<file path="src/intmap_map.vh">
/*
  register offsets, field positions, reset values and power state codes
  for the shared interrupt register bank.
  assumes: included by bare name from the design files of this block.
*/
`ifndef INTMAP_MAP_VH
`define INTMAP_MAP_VH

// shared interrupt status registers
`define OFS_MAIN_SUMMARY 8'h00
`define OFS_DEVICE_STAT 8'h01
`define OFS_HOST_STAT 8'h02
`define OFS_PROC_STAT 8'h03
`define OFS_DISK_STAT 8'h04
`define OFS_MEDIA_STAT 8'h05
// matching enable registers, sixteen above the status registers
`define OFS_MAIN_ENABLE 8'h10
`define OFS_DEVICE_EN 8'h11
`define OFS_HOST_EN 8'h12
`define OFS_PROC_EN 8'h13
`define OFS_DISK_EN 8'h14
`define OFS_MEDIA_EN 8'h15
`define ENABLE_DISTANCE 8'h10
// map side select register (chosen offset), select bit in bit 0
`define OFS_MAP_SELECT 8'h1F
`define BIT_MAP_SELECT 0
// power state register (chosen offset), read only
`define OFS_POWER_STATE 8'h1E
// windows blocked in the pll-only active state
`define BLOCK_A_LO 8'h40
`define BLOCK_A_HI 8'h47
`define BLOCK_B_LO 8'h50
`define BLOCK_B_HI 8'h6F
// first address of the side-specific upper window
`define UPPER_BASE 8'h40
// reset value of every register in the bank
`define REG_RESET 8'h00
// main summary field positions
`define SUM_DEVICE 7
`define SUM_HOST 6
`define SUM_PROC 5
`define SUM_DISK 4
`define SUM_MEDIA 3
`define SUM_FINISHED_PM 0
// valid bit masks; reserved positions read zero and never store
`define MASK_MAIN 8'hF9
`define MASK_DEVICE 8'hBF
`define MASK_HOST 8'hFF
`define MASK_PROC 8'h8F
`define MASK_DISK 8'hF7
`define MASK_MEDIA 8'h47
// power state codes
`define PS_SLEEP 3'h0
`define PS_SNOOZE 3'h1
`define PS_PLL_ONLY 3'h2
`define PS_DEV_ACTIVE 3'h3
`define PS_HOST_ACTIVE 3'h4

`endif

</file>
<file path="src/side_regs.v">
/*
  one side-specific upper register map (device side or host side),
  a plain array of byte registers written only when its side is picked.
  assumes: one clock, synchronised reset, address already decoded.
*/
`timescale 1ns/1ps
`include "intmap_map.vh"

module side_regs #(
  parameter DEPTH = 64,
  parameter AW = 6
) (
  input wire core_clk,
  input wire rst_n,
  input wire wr_en,
  input wire [AW-1:0] addr,
  input wire [7:0] wdata,
  output wire [7:0] rdata
);

  reg [7:0] mem_reg [0:DEPTH-1]; // stored bytes of this map
  integer i;

  // only written when selected, so the other map keeps its contents
  always @(posedge core_clk or negedge rst_n)
  begin
    if (!rst_n)
    begin
      for (i = 0; i < DEPTH; i = i + 1)
        mem_reg[i] <= `REG_RESET;
    end
    else if (wr_en)
    begin
      mem_reg[addr] <= wdata; // RULE2
    end
  end

  // combinational read; the top registers the answer
  assign rdata = mem_reg[addr];

endmodule // side_regs

</file>
<file path="src/shared_register_map_interrupts.v">
/*
  shared interrupt register bank with map side select and power state
  access gating; two side-specific upper maps hang behind it.
  assumes: one 25 MHz clock core_clk, async active-low nrst, event
  pulses from the sources on the same clock, power state from the
  power manager on the same clock.
*/
`timescale 1ns/1ps
`include "intmap_map.vh"

// What this block does
// RULE1 - select bit picks device or host map
// RULE2 - switching maps keeps both maps' contents
// RULE3 - cpu never writes one to reserved bits
// RULE4 - pll-only state blocks 0x40-0x47, 0x50-0x6F
// RULE5 - interrupt bank works in sleep and snooze
// RULE6 - other registers need an active state
// RULE7 - summary of groups, gated by enables drives irq
module shared_register_map_interrupts #(
  parameter SIDE_DEPTH = 64
) (
  input wire core_clk,
  input wire nrst,
  input wire [7:0] addr,
  input wire [7:0] wdata,
  input wire wr_stb,
  input wire rd_stb,
  output reg [7:0] rdata,
  input wire [2:0] power_state,
  input wire [7:0] device_events,
  input wire [7:0] host_events,
  input wire [7:0] proc_events,
  input wire [7:0] disk_events,
  input wire [7:0] media_events,
  input wire finished_pm_event,
  output reg irq,
  output reg map_side_select,
  output reg access_refused
);

  localparam SIDE_AW = 6;

  reg rst_meta_reg; // first reset release stage
  reg rst_sync_reg; // synchronised reset used by the rest
  reg [7:0] stat_reg [1:5]; // per-group status, sticky
  reg [7:0] en_reg [0:5]; // enables, index 0 is the main enable
  reg fpm_reg; // finished power management flag
  reg [7:0] main_sum; // main summary as seen by software
  reg irq_next;
  reg [7:0] rd_next;
  reg allowed; // current access is permitted
  reg in_upper; // address falls in the side-specific window
  wire [7:0] dev_rd;
  wire [7:0] host_rd;
  wire wr_ok;
  wire [SIDE_AW-1:0] side_addr;
  integer k;

  // valid bit mask per group, applied to status updates and enable writes
  function [7:0] group_mask;
    input [2:0] idx;
    begin
      case (idx)
        3'h0: group_mask = `MASK_MAIN;
        3'h1: group_mask = `MASK_DEVICE;
        3'h2: group_mask = `MASK_HOST;
        3'h3: group_mask = `MASK_PROC;
        3'h4: group_mask = `MASK_DISK;
        default: group_mask = `MASK_MEDIA;
      endcase
    end
  endfunction

  // blocked windows while only the pll runs
  function blocked_range;
    input [7:0] a;
    begin
      blocked_range = (a >= `BLOCK_A_LO && a <= `BLOCK_A_HI) ||
        (a >= `BLOCK_B_LO && a <= `BLOCK_B_HI);
    end
  endfunction

  // reset release through two flops, assertion stays asynchronous
  always @(posedge core_clk or negedge nrst)
  begin
    if (!nrst)
    begin
      rst_meta_reg <= 1'b0;
      rst_sync_reg <= 1'b0;
    end
    else
    begin
      rst_meta_reg <= 1'b1;
      rst_sync_reg <= rst_meta_reg;
    end
  end

  // access gating by power state
  always @*
  begin
    in_upper = (addr >= `UPPER_BASE);
    if (addr < `UPPER_BASE)
      allowed = 1'b1; // RULE5
    else if (power_state == `PS_PLL_ONLY)
      allowed = !blocked_range(addr); // RULE4
    else if (power_state == `PS_DEV_ACTIVE ||
      power_state == `PS_HOST_ACTIVE)
      allowed = 1'b1; // RULE6
    else
      allowed = 1'b0; // RULE6
  end

  assign wr_ok = wr_stb && allowed && in_upper;
  assign side_addr = addr[SIDE_AW-1:0] - 6'h00;

  // device-side map, written only while select is 0
  side_regs #(
    .DEPTH(SIDE_DEPTH),
    .AW(SIDE_AW)
  ) device_map (
    .core_clk(core_clk),
    .rst_n(rst_sync_reg),
    .wr_en(wr_ok && !map_side_select), // RULE1
    .addr(side_addr),
    .wdata(wdata),
    .rdata(dev_rd)
  );

  // host-side map, written only while select is 1
  side_regs #(
    .DEPTH(SIDE_DEPTH),
    .AW(SIDE_AW)
  ) host_map (
    .core_clk(core_clk),
    .rst_n(rst_sync_reg),
    .wr_en(wr_ok && map_side_select), // RULE1
    .addr(side_addr),
    .wdata(wdata),
    .rdata(host_rd)
  );

  // summary bits follow their groups
  always @*
  begin
    main_sum = 8'h00;
    main_sum[`SUM_DEVICE] = |(stat_reg[1] & en_reg[1]); // RULE7
    main_sum[`SUM_HOST] = |(stat_reg[2] & en_reg[2]); // RULE7
    main_sum[`SUM_PROC] = |(stat_reg[3] & en_reg[3]); // RULE7
    main_sum[`SUM_DISK] = |(stat_reg[4] & en_reg[4]); // RULE7
    main_sum[`SUM_MEDIA] = |(stat_reg[5] & en_reg[5]); // RULE7
    main_sum[`SUM_FINISHED_PM] = fpm_reg;
    irq_next = |(main_sum & en_reg[0]); // RULE7
  end

  // status: events set, writing one clears, set wins over clear;
  // enables and select are plain read/write
  always @(posedge core_clk or negedge rst_sync_reg)
  begin
    if (!rst_sync_reg)
    begin
      for (k = 1; k <= 5; k = k + 1)
        stat_reg[k] <= `REG_RESET;
      for (k = 0; k <= 5; k = k + 1)
        en_reg[k] <= `REG_RESET;
      fpm_reg <= 1'b0;
      map_side_select <= 1'b0;
    end
    else
    begin
      for (k = 1; k <= 5; k = k + 1)
      begin
        if (wr_stb && addr == `OFS_MAIN_SUMMARY + k[7:0])
          stat_reg[k] <= (stat_reg[k] & ~wdata | ev(k[2:0]))
            & group_mask(k[2:0]);
        else
          stat_reg[k] <= (stat_reg[k] | ev(k[2:0]))
            & group_mask(k[2:0]);
      end
      if (wr_stb && addr == `OFS_MAIN_SUMMARY &&
        wdata[`SUM_FINISHED_PM])
        fpm_reg <= finished_pm_event;
      else
        fpm_reg <= fpm_reg | finished_pm_event;
      for (k = 0; k <= 5; k = k + 1)
        if (wr_stb && addr == `OFS_MAIN_ENABLE + k[7:0])
          en_reg[k] <= wdata & group_mask(k[2:0]); // RULE3
      if (wr_stb && addr == `OFS_MAP_SELECT)
        map_side_select <= wdata[`BIT_MAP_SELECT]; // RULE1
    end
  end

  // event vector of one group
  function [7:0] ev;
    input [2:0] idx;
    begin
      case (idx)
        3'h1: ev = device_events;
        3'h2: ev = host_events;
        3'h3: ev = proc_events;
        3'h4: ev = disk_events;
        default: ev = media_events;
      endcase
    end
  endfunction

  // read mux, address decode by if chain
  always @*
  begin
    rd_next = 8'h00;
    if (!rd_stb || !allowed)
      rd_next = 8'h00; // RULE4
    else if (addr == `OFS_MAIN_SUMMARY)
      rd_next = main_sum;
    else if (addr >= `OFS_DEVICE_STAT && addr <= `OFS_MEDIA_STAT)
      rd_next = stat_reg[addr[2:0]];
    else if (addr >= `OFS_MAIN_ENABLE && addr <= `OFS_MEDIA_EN)
      rd_next = en_reg[addr[2:0]];
    else if (addr == `OFS_POWER_STATE)
      rd_next = {5'h00, power_state};
    else if (addr == `OFS_MAP_SELECT)
      rd_next = {7'h00, map_side_select};
    else if (in_upper && addr < `UPPER_BASE + SIDE_DEPTH)
      rd_next = map_side_select ? host_rd : dev_rd; // RULE1
    else
      rd_next = 8'h00;
  end

  // registered outputs: read data one cycle after the strobe
  always @(posedge core_clk or negedge rst_sync_reg)
  begin
    if (!rst_sync_reg)
    begin
      rdata <= 8'h00;
      irq <= 1'b0;
      access_refused <= 1'b0;
    end
    else
    begin
      rdata <= rd_next;
      irq <= irq_next;
      access_refused <= (rd_stb || wr_stb) && !allowed; // RULE6
    end
  end

endmodule // shared_register_map_interrupts

</file>
<file path="config.mk">
export PLATFORM = sky130hd
export DESIGN_NAME = shared_register_map_interrupts
export DESIGN_NICKNAME = d
export VERILOG_FILES = /design/src/side_regs.v /design/src/shared_register_map_interrupts.v
export VERILOG_INCLUDE_DIRS = /design/src
export SDC_FILE = /design/constraint.sdc
export NUM_CORES = 2
export LEC_CHECK = 0
export BUFFER_PORTS_ARGS = -buffer_cell sky130_fd_sc_hd__buf_2
export CAP_MARGIN = 20
export CORE_MARGIN = 2
export CORE_UTILIZATION = 61
export DETAILED_ROUTE_END_ITERATION = 8
export GPL_TIMING_DRIVEN = 0
export MAX_ROUTING_LAYER = met4
export PLACE_DENSITY = 0.78
export SLEW_MARGIN = 10
export SYNTH_ARGS = -nofsm -noshare
export SYNTH_HDL_FRONTEND = slang
export SYNTH_SLANG_ARGS = --single-unit
export TNS_END_PERCENT = 100
</file>
<file path="constraint.sdc">
create_clock -name core_clk -period 67.1 [get_ports core_clk]
set_clock_uncertainty 0.2 [all_clocks]
set_input_delay 6.71 -clock core_clk [delete_from_list [all_inputs] [get_ports core_clk]]
set_output_delay 6.71 -clock core_clk [all_outputs]
set_load 0.02 [all_outputs]
</file>
==> summary.txt <==
Logic synthesis
  – Number of flops mapped to enable cells by yosys: 0
  – Synth Cell Area: 0.05124 sq mm
  – Main synth FF type: dfrtp_1
  – Distinct cell type count after synthesis: 67
  – Ys Warns: 0
  – Syn Nets: 3,507
  – Syn Inst Count: 3,443
  – Post-synthesis sequential area ratio: 0.5402
  – Seq cells post-synth: 1,106
  – Synth async-reset ratio: 1.000
  – Synthesized area per cell: 14.88 sq um

Final layout
  – Leading cell type in the layout, fill and taps excluded: dfrtp_1
  – Most frequent cells in the layout: dfrtp_1, mux2_2, mux4_2
  – Final Cell Area: 0.05775 sq mm
  – Fraction of layout cells with a size suffix above 1: 0.4690
  – Area of the multi-input gates: 0.02248 sq mm
  – Register area: 0.02768 sq mm
  – Area growth syn-to-layout: 12.71%
  – Fill cells: 5,740
  – Final std cells w/o fill: 4,848
  – Layout net count: 3,720

STA
  – Fmax: 85.21 MHz
  – Final WS setup: 55.36 ns
  – Fin crit period: 11.74 ns
  – Setup-failing EPs final: 0
  – Slew HR: 0.1380
  – Hold Slack: 0.1445 ns
  – Worst-Margin Slew: 1.293 ns
  – Fin crit share: 0.1749
  – Max-slew violation count: 0
  – Post-Route Setup TNS: 0 ns
  – RSZ-0062 raised after global routing: no
  – Fin. Hold Viols: 0

Pwr
  – Combinational power share: 0.095
  – Sw power: 0.3880 mW
  – Sequential Power Share: 0.463
  – Internal Pwr Total: 1.133 mW
  – VDD IR-drop max: 0.00002387 V
  – Sw Share: 0.2551
  – PD cells: 26.34 mW/mm^2
  – Leakage dissipation: 27.31 nW
  – Power share of the clock group: 0.442

Critical path
  – Critical Path RT: 67.39 ns
  – Crit-path cells: buf_2, clkbuf_1, buf_1, buf_1, buf_8, buf_2, mux2i_1, a22oi_1, a311oi_1, o31ai_1
  – CP bufs+invs: 6
  – Startpoint Class: primary input
  – Max stage delay on crit path: 0.84 ns
  – Largest delay contributor family on the critical path: buffers and inverters
  – FF-to-FF setup slack: 63.39 ns
  – Crit path max fanout: 10
  – Slowest cell on crit path: buf_1
  – Crit end category: flip-flop
  – CP Class: primary input to flip-flop
  – Reg2Reg Depth: 6
  – Reg-to-Reg Start: map_side_select$_DFFE_PN0P_
  – Arr. time, crit path: 12.03 ns
  – R2r endpoint: host_map.mem_reg[201]$_DFFE_PN0P_

Clock tree
  – Clk_lat worst skew: 0.71 ns
  – CTS root buffer: clkbuf_16
  – Clock buffer count from CTS: 112
  – H-tree depth: 3
  – CTS tree: yes
  – CTS sink cnt: 1,106
  – CTS resizes: 0
  – Post-CTS Setup Bufs: 0
  – Clock buffer depth: 3
  – Clk slew on worst S/H paths: 0.07 ns
  – Post-cts hold buffer count: 0

Job
  – Max Cap Violations: 0

Routing
  – Vias per std cell: 7.300
  – Drt first pass iters: 8
  – DR WL/cell: 40.34 um
  – Detailed Route Iter0 Violations: 4,791
  – Via count: 35,390
  – DRC violations left: 0
  – Overall routed net length: 195.6 mm
  – Remaining antenna violation count after routing: 0

GRT
  – Vias in the first global route: 35,020
  – Initial antenna violation count: 16
  – Largest net degree at the start of global routing: 66
  – First-pass GRT wire length: 271.4 mm
  – GR Util All Layers: 0.4728
  – Gr ovfl total: 0

Placement
  – Setup WS pre-CTS: 55.15 ns
  – DP Area: 0.05371 sq mm
  – Placed Instances: 4,618
  – Dpl hpwl: 134.9 mm
  – IO buf count: 54
  – Routability-driven placement congestion ratio: 1.080

Die
  – Initial core utilization: 0.6142
  – Rows: 106
  – Die Span X: 293.8 um
  – # IOs: 75
  – Die area: 0.08633 sq mm
  – Die Height: 293.8 um
  – CORE AREA: 0.08342 sq mm

Worst hold path
  – Worst hold path type: flip-flop to async pin

Run status
  – Outcome: finished, final reports clean
cell usage after synthesis (10+ instances only):
master / instances / share of area
mux4_2: 217 / 0.095
mux2_2: 1078 / 0.24
a211oi_1: 12 / 0.0018
dfrtp_1: 1106 / 0.54
nor2_2: 24 / 0.0029
o21ai_0: 21 / 0.0021
buf_1: 38 / 0.0028
nor2_4: 21 / 0.0046
nor2_1: 38 / 0.0028
nor3_2: 27 / 0.0053
o22ai_1: 11 / 0.0013
nor2b_1: 12 / 0.0015
mux2i_1: 146 / 0.029
clkbuf_1: 169 / 0.012
a22o_1: 10 / 0.0017
nand2_1: 103 / 0.0075
nand3_1: 65 / 0.0063
a22oi_1: 82 / 0.012
a21oi_1: 36 / 0.0035
a21o_1: 33 / 0.0048
buf_2: 49 / 0.0048
nand4_1: 11 / 0.0013
through the flow:
step | util | power [mW]
CTS | 0.6911 | 1.513
global route | 0.6921 | 1.551
detailed placement | 0.6439 | 0.8539
floorplan | - | 0.7914
global placement | 0.6336 | 0.8477
finish | 0.6922 | 1.521
worst max-delay path by stage:
stage	start	to	cells past startpoint
3_5_place_dp	addr[2]	rdata[3]$_DFF_PN0_	10
6_report	addr[2]	rdata[3]$_DFF_PN0_	10
2_1_floorplan	rst_sync_reg$_DFF_PN0_	access_refused$_DFF_PN0_	0
3_3_place_gp	rst_sync_reg$_DFF_PN0_	device_map.mem_reg[17]$_DFFE_PN0P_	0
5_1_grt	addr[2]	rdata[3]$_DFF_PN0_	10
4_1_cts	addr[2]	rdata[3]$_DFF_PN0_	10
final cells by class:
cell class	count	area share
well taps	1080	0.02340
flip-flops and latches	1106	0.4793
inverters	9	0.0005850
clock buffers	155	0.05638
multi-input cells	2068	0.3893
repair buffers	99	0.01920
clock inverters	49	0.01179
plain buffers	260	0.01904
diodes	22	0.0009533
power by group through the flow:
stage / combinational [mW] / clock (mW) / sequential [mW]
CTS: 0.138 / 0.670 / 0.704
floorplan: 0.0687 / 0 / 0.723
finish: 0.145 / 0.672 / 0.705
detailed placement: 0.138 / 0 / 0.716
global placement: 0.118 / 0 / 0.730
global route: 0.147 / 0.698 / 0.706
per-layer routing:
metal | part of all wire | global-route usage | routed length [um]
met1 | 0.37 | 0.5950 | 71530
met4 | 0.081 | 0.3097 | 15890
met5 | 0 | - | 0
met2 | 0.42 | 0.6445 | 82700
met3 | 0.13 | 0.1717 | 25480
logic make-up after synthesis:
| family | after synthesis | synth area share |
|---|---|---|
| AOI/OAI and AO/OA | 269 | 0.03819 |
| DFF | 1106 | 0.5402 |
| buffers and inverters | 269 | 0.02127 |
| other | 1 | 0.00007319 |
| muxes | 1441 | 0.3608 |
| and+or+nand+nor | 357 | 0.03946 |
worst reg2reg max path: cells and delay by family, from the launching register on:
family | cells | cell delay, ns
AOI/OAI and AO/OA | 1 | 0.51
DFF | 1 | 0.71
muxes | 1 | 0.42
buffers and inverters | 3 | 0.93
and+or+nand+nor | 1 | 0.82
Power figures use the tool's default switching activity.
